[config.mk]
export PLATFORM = sky130hd
export DESIGN_NAME = umspi_master
export DESIGN_NICKNAME = d
export VERILOG_FILES = /design/src/inc/umspi_pkg.sv /design/src/verilog/umspi_baud.sv /design/src/verilog/umspi_master.sv
export SDC_FILE = /design/constraint.sdc
export NUM_CORES = 1
export LEC_CHECK = 0
export BUFFER_PORTS_ARGS = -buffer_cell sky130_fd_sc_hd__buf_2
export CAP_MARGIN = 20
export CORE_ASPECT_RATIO = 0.5
export CORE_MARGIN = 8
export CORE_UTILIZATION = 48
export CTS_CLUSTER_SIZE = 24
export DETAILED_ROUTE_END_ITERATION = 12
export PLACE_DENSITY = 0.78
export SYNTH_ARGS = -nofsm -noshare
export SYNTH_HDL_FRONTEND = slang
export SYNTH_HIERARCHICAL = 1
export SYNTH_SLANG_ARGS = --single-unit
export TNS_END_PERCENT = 100
[constraint.sdc]
create_clock -name clk -period 2.9 [get_ports clk]
set_input_delay 0.145 -clock clk [delete_from_list [all_inputs] [get_ports clk]]
set_output_delay 0.145 -clock clk [all_outputs]
set_load 0.01 [all_outputs]
[src/inc/umspi_pkg.sv]
// umspi_pkg: constants, state type and helpers for the master spi engine.
// assumes one 25 MHz clock and a synchronous active-high reset.
`default_nettype none
package umspi_pkg;
	localparam int unsigned CLK_PERIOD_NS = 40;
	localparam int unsigned BAUD_W = 12;
	localparam logic [BAUD_W-1:0] BAUD_RST = 12'h000;
	localparam logic [1:0] MODE_MASTER_SPI_MODE = 2'h3;
	localparam logic [3:0] HALF_FIRST = 4'h0;
	localparam logic [3:0] HALF_LAST = 4'hF;
	localparam logic [4:0] EDGES_PER_FRAME = 5'h10;
	localparam logic [1:0] RXQ_EMPTY = 2'h0;
	localparam logic [1:0] RXQ_ONE = 2'h1;
	localparam logic [1:0] RXQ_FULL = 2'h2;
	localparam logic [7:0] BYTE_RST = 8'h00;
	localparam logic IDLE_LINE = 1'b1;

	typedef enum logic [1:0] {
		ST_IDLE = 2'b01,
		ST_SHIFT = 2'b10
	} umspi_state_t;

	function automatic logic [7:0] umspi_rev(input logic [7:0] d);
		logic [7:0] r;
		r = 8'h00;
		for (int i = 0; i < 8; i++)
		begin
			r[i] = d[7-i];
		end
		return r;
	endfunction
endpackage
`default_nettype wire

[src/verilog/umspi_baud.sv]
// umspi_baud: prescaler giving one tick every divisor+1 clocks.
// assumes the divisor input already holds the next divisor value.
`default_nettype none
module umspi_baud
	import umspi_pkg::*;
(
	input wire logic clk,
	input wire logic sys_rst,
	input wire logic [BAUD_W-1:0] divisor,
	input wire logic reload,
	output logic tick
);
	logic [BAUD_W-1:0] cnt_ff, nxt_cnt;
	logic tick_ff, nxt_tick;
	logic [BAUD_W:0] gap_ff;

	always_comb
	begin
		nxt_cnt = cnt_ff - 12'h001;
		nxt_tick = 1'b0;
		if (reload)
		begin
			nxt_cnt = divisor;
		end
		else if (cnt_ff == BAUD_RST)
		begin
			nxt_cnt = divisor;
			nxt_tick = 1'b1;
		end
	end

	always_ff @(posedge clk)
	begin
		if (sys_rst)
		begin
			cnt_ff <= BAUD_RST;
			tick_ff <= 1'b0;
		end
		else
		begin
			cnt_ff <= nxt_cnt;
			tick_ff <= nxt_tick;
		end
	end

	assign tick = tick_ff;

	// helper: clocks since the last tick; zero until a tick follows a reload
	always_ff @(posedge clk)
	begin
		if (sys_rst || reload)
			gap_ff <= 13'h0000;
		else if (tick_ff)
			gap_ff <= 13'h0001;
		else if (gap_ff != 13'h0000)
			gap_ff <= gap_ff + 13'h0001;
	end

	a_baud_spacing: assert property (@(posedge clk) disable iff (sys_rst)
		(tick_ff && !$past(reload) && $stable(divisor) && gap_ff != 13'h0000)
			|-> gap_ff == {1'b0, divisor} + 13'h0001)
		else $error("baud tick spacing wrong");
endmodule // umspi_baud
`default_nettype wire

[src/verilog/umspi_master.sv]
// umspi_master: master-only spi engine on shared serial-port resources.
// assumes control inputs and serial_in_pin are synchronous to clk.
`default_nettype none
module umspi_master
	import umspi_pkg::*;
(
	input wire logic clk,
	input wire logic sys_rst,
	input wire logic [1:0] serial_mode_select,
	input wire logic transmitter_enable_bit,
	input wire logic receiver_enable_bit,
	input wire logic clock_polarity_bit,
	input wire logic clock_phase_bit,
	input wire logic bit_order_select,
	input wire logic [7:0] baud_wdata,
	input wire logic baud_divisor_low_byte_we,
	input wire logic baud_divisor_high_we,
	input wire logic [7:0] data_wdata,
	input wire logic data_we,
	input wire logic data_re,
	input wire logic txc_clear,
	input wire logic serial_in_pin,
	output logic serial_clock_pin,
	output logic serial_out_pin,
	output logic serial_out_oe,
	output logic [7:0] serial_data_register,
	output logic [BAUD_W-1:0] baud_divisor,
	output logic receive_complete_flag,
	output logic transmit_complete_flag,
	output logic data_register_empty_flag,
	output logic frame_error_flag,
	output logic overrun_flag,
	output logic parity_error_flag
);
	umspi_state_t st_ff, nxt_st;
	logic [3:0] half_ff, nxt_half;
	logic lvl_ff, nxt_lvl;
	logic sck_ff, nxt_sck;
	logic out_ff, nxt_out;
	logic oe_ff, nxt_oe;
	logic [7:0] tx_sr_ff, nxt_tx_sr;
	logic [7:0] rx_sr_ff, nxt_rx_sr;
	logic [7:0] txbuf_ff, nxt_txbuf;
	logic txfull_ff, nxt_txfull;
	logic txc_ff, nxt_txc;
	logic [7:0] q0_ff, nxt_q0;
	logic [7:0] q1_ff, nxt_q1;
	logic [7:0] hold_ff, nxt_hold;
	logic holdv_ff, nxt_holdv;
	logic [1:0] cnt_ff, nxt_cnt;
	logic [BAUD_W-1:0] baud_ff, nxt_baud;
	logic [2:0] err_ff;
	logic spi_on, tick, start, load, done, lead;
	logic do_sample, do_shift;
	logic [7:0] rx_byte;

	// mode and clock settings are used live; changing them mid-frame is
	// left to software, as nothing here re-times an ongoing frame
	assign spi_on = (serial_mode_select == MODE_MASTER_SPI_MODE) && transmitter_enable_bit;

	umspi_baud u_baud (
		.clk(clk),
		.sys_rst(sys_rst),
		.divisor(nxt_baud),
		.reload(baud_divisor_low_byte_we || start),
		.tick(tick)
	);

	always_comb
	begin
		nxt_st = st_ff;
		nxt_half = half_ff;
		nxt_lvl = lvl_ff;
		nxt_out = out_ff;
		nxt_tx_sr = tx_sr_ff;
		nxt_rx_sr = rx_sr_ff;
		nxt_txbuf = txbuf_ff;
		nxt_txfull = txfull_ff;
		nxt_txc = txc_ff;
		nxt_q0 = q0_ff;
		nxt_q1 = q1_ff;
		nxt_hold = hold_ff;
		nxt_holdv = holdv_ff;
		nxt_cnt = cnt_ff;
		nxt_baud = baud_ff;
		nxt_oe = spi_on;
		start = 1'b0;
		load = 1'b0;
		done = 1'b0;
		lead = !half_ff[0];
		do_sample = 1'b0;
		do_shift = 1'b0;
		rx_byte = BYTE_RST;

		if (baud_divisor_low_byte_we)
			nxt_baud[7:0] = baud_wdata;
		if (baud_divisor_high_we)
			nxt_baud[BAUD_W-1:8] = baud_wdata[3:0];

		// a write into a full buffer is dropped
		if (data_we && spi_on && !txfull_ff)
		begin
			nxt_txbuf = data_wdata;
			nxt_txfull = 1'b1;
		end

		// software read pops the head; a parked byte refills the queue
		if (data_re && cnt_ff != RXQ_EMPTY)
		begin
			nxt_q0 = q1_ff;
			nxt_cnt = cnt_ff - 2'h1;
			if (holdv_ff)
			begin
				nxt_q1 = hold_ff;
				nxt_cnt = RXQ_FULL;
				nxt_holdv = 1'b0;
			end
		end

		case (st_ff)
			ST_IDLE:
			begin
				nxt_out = IDLE_LINE;
				nxt_lvl = 1'b0;
				load = spi_on && txfull_ff;
				start = load;
			end
			ST_SHIFT:
			begin
				if (tick)
				begin
					nxt_lvl = !lvl_ff;
					nxt_half = half_ff + 4'h1;
					do_sample = (lead != clock_phase_bit);
					do_shift = (lead == clock_phase_bit) && half_ff != HALF_FIRST && half_ff != HALF_LAST;
					if (do_sample)
						nxt_rx_sr = {rx_sr_ff[6:0], serial_in_pin};
					if (do_shift)
					begin
						nxt_tx_sr = {tx_sr_ff[6:0], 1'b0};
						nxt_out = nxt_tx_sr[7];
					end
					if (lead == clock_phase_bit && half_ff == HALF_FIRST)
						nxt_out = tx_sr_ff[7];
					if (half_ff == HALF_LAST)
					begin
						done = 1'b1;
						load = txfull_ff;
						if (!txfull_ff)
						begin
							nxt_st = ST_IDLE;
							// phase 1 samples on this edge, so the line idles a cycle later
							if (!clock_phase_bit)
								nxt_out = IDLE_LINE;
							nxt_txc = 1'b1;
						end
					end
				end
			end
			default:
			begin
				nxt_st = ST_IDLE;
			end
		endcase

		if (load)
		begin
			nxt_tx_sr = bit_order_select ? umspi_rev(txbuf_ff) : txbuf_ff;
			if (st_ff == ST_IDLE || !clock_phase_bit)
				nxt_out = nxt_tx_sr[7];
			nxt_txfull = 1'b0;
			nxt_half = HALF_FIRST;
			nxt_lvl = 1'b0;
			nxt_st = ST_SHIFT;
		end

		// received byte goes to the queue, else parks over older park
		if (done && receiver_enable_bit)
		begin
			rx_byte = bit_order_select ? umspi_rev(nxt_rx_sr) : nxt_rx_sr;
			if (nxt_cnt == RXQ_EMPTY)
			begin
				nxt_q0 = rx_byte;
				nxt_cnt = RXQ_ONE;
			end
			else if (nxt_cnt == RXQ_ONE)
			begin
				nxt_q1 = rx_byte;
				nxt_cnt = RXQ_FULL;
			end
			else
			begin
				nxt_hold = rx_byte;
				nxt_holdv = 1'b1;
			end
		end

		// set beats clear: a frame ending on the clear cycle is kept
		if (txc_clear && !(done && !txfull_ff))
			nxt_txc = 1'b0;

		if (!spi_on)
		begin
			nxt_st = ST_IDLE;
			nxt_txfull = 1'b0;
			nxt_out = IDLE_LINE;
			nxt_lvl = 1'b0;
		end
		nxt_sck = clock_polarity_bit ^ nxt_lvl;
	end

	always_ff @(posedge clk)
	begin
		if (sys_rst)
		begin
			st_ff <= ST_IDLE;
			half_ff <= HALF_FIRST;
			lvl_ff <= 1'b0;
			sck_ff <= 1'b0;
			out_ff <= IDLE_LINE;
			oe_ff <= 1'b0;
			tx_sr_ff <= BYTE_RST;
			rx_sr_ff <= BYTE_RST;
			txbuf_ff <= BYTE_RST;
			txfull_ff <= 1'b0;
			txc_ff <= 1'b0;
			q0_ff <= BYTE_RST;
			q1_ff <= BYTE_RST;
			hold_ff <= BYTE_RST;
			holdv_ff <= 1'b0;
			cnt_ff <= RXQ_EMPTY;
			baud_ff <= BAUD_RST;
			err_ff <= 3'h0;
		end
		else
		begin
			st_ff <= nxt_st;
			half_ff <= nxt_half;
			lvl_ff <= nxt_lvl;
			sck_ff <= nxt_sck;
			out_ff <= nxt_out;
			oe_ff <= nxt_oe;
			tx_sr_ff <= nxt_tx_sr;
			rx_sr_ff <= nxt_rx_sr;
			txbuf_ff <= nxt_txbuf;
			txfull_ff <= nxt_txfull;
			txc_ff <= nxt_txc;
			q0_ff <= nxt_q0;
			q1_ff <= nxt_q1;
			hold_ff <= nxt_hold;
			holdv_ff <= nxt_holdv;
			cnt_ff <= nxt_cnt;
			baud_ff <= nxt_baud;
			err_ff <= 3'h0;
		end
	end

	assign serial_clock_pin = sck_ff;
	assign serial_out_pin = out_ff;
	assign serial_out_oe = oe_ff;
	assign serial_data_register = q0_ff;
	assign baud_divisor = baud_ff;
	assign receive_complete_flag = (cnt_ff != RXQ_EMPTY);
	assign transmit_complete_flag = txc_ff;
	assign data_register_empty_flag = !txfull_ff;
	assign frame_error_flag = err_ff[0];
	assign overrun_flag = err_ff[1];
	assign parity_error_flag = err_ff[2];

	// helper: clock edges seen in the current frame
	logic [4:0] edges_ff;
	always_ff @(posedge clk)
	begin
		if (sys_rst || load)
			edges_ff <= 5'h00;
		else if (st_ff == ST_SHIFT && tick)
			edges_ff <= edges_ff + 5'h01;
	end

	a_frame_edges: assert property (@(posedge clk) disable iff (sys_rst)
		done |-> edges_ff == EDGES_PER_FRAME - 5'h01)
		else $error("frame does not span sixteen clock edges");
	a_edge_split: assert property (@(posedge clk) disable iff (sys_rst)
		!(do_sample && do_shift))
		else $error("sample and shift on the same edge");
	a_idle_clock: assert property (@(posedge clk) disable iff (sys_rst)
		(st_ff == ST_IDLE && !load) |=> sck_ff == $past(clock_polarity_bit))
		else $error("idle clock not at polarity level");
	a_idle_line: assert property (@(posedge clk) disable iff (sys_rst)
		(st_ff == ST_IDLE && $past(st_ff) == ST_IDLE) |-> out_ff)
		else $error("data line not high while idle");
	a_write_start: assert property (@(posedge clk) disable iff (sys_rst)
		(st_ff == ST_IDLE && $past(st_ff) == ST_IDLE) ##1 st_ff == ST_SHIFT |-> $past(txfull_ff))
		else $error("frame began without a written byte");
	a_buf_move: assert property (@(posedge clk) disable iff (sys_rst)
		(st_ff == ST_IDLE && spi_on && txfull_ff) |=> st_ff == ST_SHIFT && !txfull_ff)
		else $error("buffered byte not moved to shifter");
	a_txc_after: assert property (@(posedge clk) disable iff (sys_rst)
		(done && !txfull_ff) |=> txc_ff && st_ff == ST_IDLE)
		else $error("transmit complete missing after last byte");
	a_rx_overflow: assert property (@(posedge clk) disable iff (sys_rst)
		(done && receiver_enable_bit && cnt_ff == RXQ_FULL && !data_re)
			|=> q0_ff == $past(q0_ff) && q1_ff == $past(q1_ff) && holdv_ff)
		else $error("overflow disturbed older bytes");
	a_err_zero: assert property (@(posedge clk) disable iff (sys_rst)
		##1 (!frame_error_flag && !overrun_flag && !parity_error_flag))
		else $error("error flag set in spi mode");
	a_mode_off: assert property (@(posedge clk) disable iff (sys_rst)
		!spi_on |=> st_ff == ST_IDLE && !oe_ff)
		else $error("engine active outside master spi mode");
endmodule // umspi_master
`default_nettype wire
# Word level (Yosys, flattened, before mapping)
# Cells that the tools add are included.
[op_classes]
bitwise_logic = 5
eq_ne = 12
muxes = 56
addsub = 3
n_reduce_logical = 36
[op_table]
columns = ["cell", "count"]
rows = [
  ["$mux 8", 18],
  ["$mux 12", 2],
  ["$mux 1", 22],
  ["$mux 2", 9],
  ["$logic_not 12->1", 1],
  ["$sub 12x1->12 const B", 1],
  ["$logic_and 1x1->1", 11],
  ["$reduce_and 4->1", 2],
  ["$reduce_bool 2->1", 4],
  ["$reduce_or 2->1", 4],
  ["$ne 3x3->1 const B", 2],
  ["$pmux 1 s2", 3],
  ["$reduce_and 3->1", 2],
  ["$logic_not 1->1", 5],
  ["$add 4x1->4 const B", 1],
  ["$eq 2x1->1 const B", 2],
  ["$eq 2x2->1 const B", 2],
  ["$eq 4x4->1 const B", 1],
  ["$logic_not 4->1", 1],
  ["$mux 4", 1],
  ["$ne 4x4->1 const B", 1],
  ["$not 1->1", 4],
  ["$pmux 2 s2", 1],
  ["$reduce_bool 4->1", 1],
  ["other kinds (10)", 11],
]
[word_totals]
reg_bits = 88
elab_cells = 131

# Longest topological paths before layout
[depth]
word_depth = 13
ltp_mapped = 11

# By module
# The synthesis kept the hierarchy.
[by_module_without_submodules]
columns = ["module", "n_inst", "cells_per_inst", "area_each_um2"]
rows = [
  ["umspi_master", 1, 395, 3667.3],
  ["umspi_baud", 1, 80, 767.0],
]

# Worst setup path before layout
# No wires, ideal clock.
[synth_path]
path_kind = "flip-flop to flip-flop"
from = "register, netlist name cnt_ff[0]"
to = "register hold_ff[0]"
t_arrival_ps = 2116
path_buffers = 0
setup_ps = 59
stages_incl_launch_ff = 10
path_slack_ps = 725
required_time_ps = 2841
path_cell_list = "dfxtp_1 inv_1 ha_1 nor2b_1 mux2_2 inv_1 ha_1 nor2_1 a41oi_1 a22o_1"
[synth_rtl]
columns = ["item", "line_no", "source"]
rows = [
  ["to (signal assigned)", "umspi_master.sv:250", "hold_ff <= nxt_hold;"],
  ["to (decl)", "umspi_master.sv:48", "logic [7:0] hold_ff, nxt_hold;"],
]

==> flow_summary.ini <==
[run_status]
run_status = completed

[logic_synthesis]
synth_warnings = 6
ys_async_sr_fraction_pct = 0
ys_seq_elements = 88
synth-edff-count = 0
syn_area_mm2 = 0.00443
yosysSeqAreaShare_pct = 39.7
synth_cell_type_count = 62
syn_inst = 475
avgSynthCellArea_um2 = 9.34
ys.flop_type = dfxtp_1

[sta]
slew_viol_final = 0
fmax_mhz = 399
worst_slew_pin_slew_ns = 0.818
finalCritPeriodShare_pct = 86.5
period_needed_ns = 2.51
finalHoldViolCount = 0
setup_tns_ns = 0
relSlewSlack_pct = 45.5
final-setup-viol-count = 0
skew_ns = 0.00573
rsz0062_at_grt = no

[global_route]
grt-ovfl-total = 0
grt_pass1_vias = 3426
antenna_found_initial = 0
grt_pass1_wl_mm = 16.2
grt_usage_pct = 15.1
grt_max_degree = 45

[clock_network]
clockBufferDepth = 2
cts_tree = built
clock-sinks = 88
h-tree-depth = 3
ctsHoldBuffers = 0
clk-insertion-delay-late_ns = 0.34
path_clk_slew_ns = 0.06
root_buffer = clkbuf_16
cts_setup_buffers = 0
cts_buffers = 9
ctsResizeCount = 0

[floorplanning]
die_width_um = 152
fp.dieH_um = 84.0
die-area_mm2 = 0.0128
core.rowCount = 24
start_util_pct = 50.2
design.core.area_mm2 = 0.00883
io_pins = 60

[setup_path]
start_kind = flop
r2r_cells = 9
rrSetupSlack_ns = 0.39
slowest_delay_ns = 0.59
path_class = flop to flop
crit_chain = inv_1 -> ha_1 -> nor2b_1 -> mux2_2 -> inv_1 -> ha_1 -> nor2_1 -> a41oi_1 -> a22o_1
cp.arrival_ns = 2.79
timing.rr.end = hold_ff[0]
crit_path_max_fanout = 8
crit_path_end_kind = flop
critPathSlowestCell = a41oi_1
rr_startpoint = cnt_ff[0]
critPathRequiredTime_ns = 3.19

[routing]
wire_per_inst_um = 14.5
drtAntennaViolNets = 0
viasPerCell = 5.48
drt-initial-drc-count = 172
num_vias = 3524
totalWireLength_mm = 9.33
dr.pass1.iters = 4
remaining_drc_errors = 0

[placed_design]
port_buffers = 56
gp_congestion = 0.795
dp_hpwl_mm = 6.90

[final_layout]
num-nets-final = 562
drive_gt1_share_pct = 23.2
area_growth_pct = 13.8
diodes = 0
utilization_pct = 57.2

[worst_hold_path]
hp-class = primary input to flop
hold_depth = 3
hold_path_end = txbuf_ff[1]
hold_start = data_wdata[1]

[power]
power_density_mw_per_mm2 = 531
ir_drop_uv = 361
p_leak_nw = 1.98

[job]
cap_violations = 0
[how the worst max path moves through the flow]
stage / start / to / slack, ns / depth (start not counted)
6_report: cnt_ff[0] / hold_ff[0] / 0.39 / 9
5_1_grt: cnt_ff[0] / hold_ff[2] / 0.15 / 9
4_1_cts: cnt_ff[0] / hold_ff[0] / 0.40 / 9
3_5_place_dp: cnt_ff[0] / hold_ff[6] / 0.43 / 9
3_3_place_gp: cnt_ff[0] / hold_ff[0] / 0.52 / 9
2_1_floorplan: cnt_ff[0] / hold_ff[0] / 0.72 / 9
[where the power goes]
group          total [mW]  internal, mW  switching, mW
Clock                1.06         0.600          0.463
Sequential           1.29          1.25         0.0391
Combinational       0.333         0.153          0.180
Total                2.68          2.00          0.683
[Yosys cell counts (6+ instances only)]
master,n,share of area [%]
a31oi_1,6,0.85
ha_1,10,2.8
mux2i_1,24,5.4
nand2b_1,6,0.85
clkbuf_1,15,1.3
o21ai_0,17,1.9
dfxtp_1,88,40
inv_1,17,1.4
nand4_1,6,0.85
nor2b_1,23,3.2
nand2_1,42,3.6
o21a_1,13,2.2
nor2_1,38,3.2
nand3_1,8,0.90
a22o_1,6,1.2
a21oi_1,22,2.5
mux4_2,6,3.0
mux2_2,16,4.1
buf_2,8,0.90
xnor2_1,8,1.6
a211oi_1,26,4.4
[layout make-up]
class                      instances  area [µm²]
clock buffer                      11         243
clock inverter                     5        32.5
fill                             772        3780
inverter                          17        63.8
multi-input combinational        340        2450
sequential                        88        1760
tap                              117         146
timing repair buffer              65         348
[worst max-delay path, delay by kind of cell (launching register included)]
family / cells / cell delay (ns)
AND/OR/NAND/NOR: 2 / 0.28
adder cells (fa/ha/maj): 2 / 0.44
AO/OA/AOI/OAI: 2 / 0.84
flip-flops: 1 / 0.36
buffers and inverters: 2 / 0.16
multiplexers: 1 / 0.37
[per-stage QoR]
stage / cell area (µm²) / total power [mW] / hold WS, ns / std cells / worst slack [ns]
after global placement: 4770 / 1.63 / 0.380 / 627 / 0.523
final: 5050 / 2.68 / 0.0356 / 643 / 0.391
after detailed placement: 4770 / 1.64 / 0.386 / 627 / 0.435
after CTS: 5050 / 2.71 / 0.0254 / 643 / 0.401
after floorplan: 4440 / 1.56 / 0.214 / 477 / 0.725
after global routing: 5050 / 2.82 / 0.0548 / 643 / 0.146
[cells by family after synthesis]
logic type	after synthesis	synth area share, %
muxes	46	12.5
other	1	0.0846
AOI/OAI and AO/OA	112	17.9
buffers and inverters	49	5.14
xor gates and xnor gates	12	2.54
DFF	88	39.7
and+or+nand+nor	157	19.2
adders and majority gates	10	2.82
[placed cells by master, fill, tap and decap left out, types with 3 or more instances in the layout]
master	instances
a211oi_1	26
a21oi_1	22
a22o_1	6
a311oi_1	4
a31oi_1	6
and3_1	5
buf_2	56
buf_4	9
clkbuf_16	9
clkinvlp_4	3
conb_1	3
dfxtp_1	88
ha_1	10
inv_1	17
mux2_2	16
mux2i_1	24
mux4_2	6
nand2_1	42
nand2b_1	6
nand3_1	8
nand4_1	6
nor2_1	38
nor2b_1	23
nor3_1	5
nor3b_1	3
o21a_1	13
o21ai_0	17
xnor2_1	8
xor2_1	3
[routing by layer]
layer	routed length (µm)	vias up	track usage, %
met5	0	-	0
met1	4640	1644	19.3
met2	4100	71	23.1
met3	494	7	5.09
li1	-	1802	-
met4	87	0	5.08
[sequential cells by signal, indices dropped and copies added (netlist names), 4 cells and up]
name,count
baud_divisor,12
half_ff,4
hold_ff,8
q1_ff,8
rx_sr_ff,8
serial_data_register,8
tx_sr_ff,8
txbuf_ff,8
u_baud/cnt_ff,12
No activity file was read; power rests on OpenSTA's default activity.
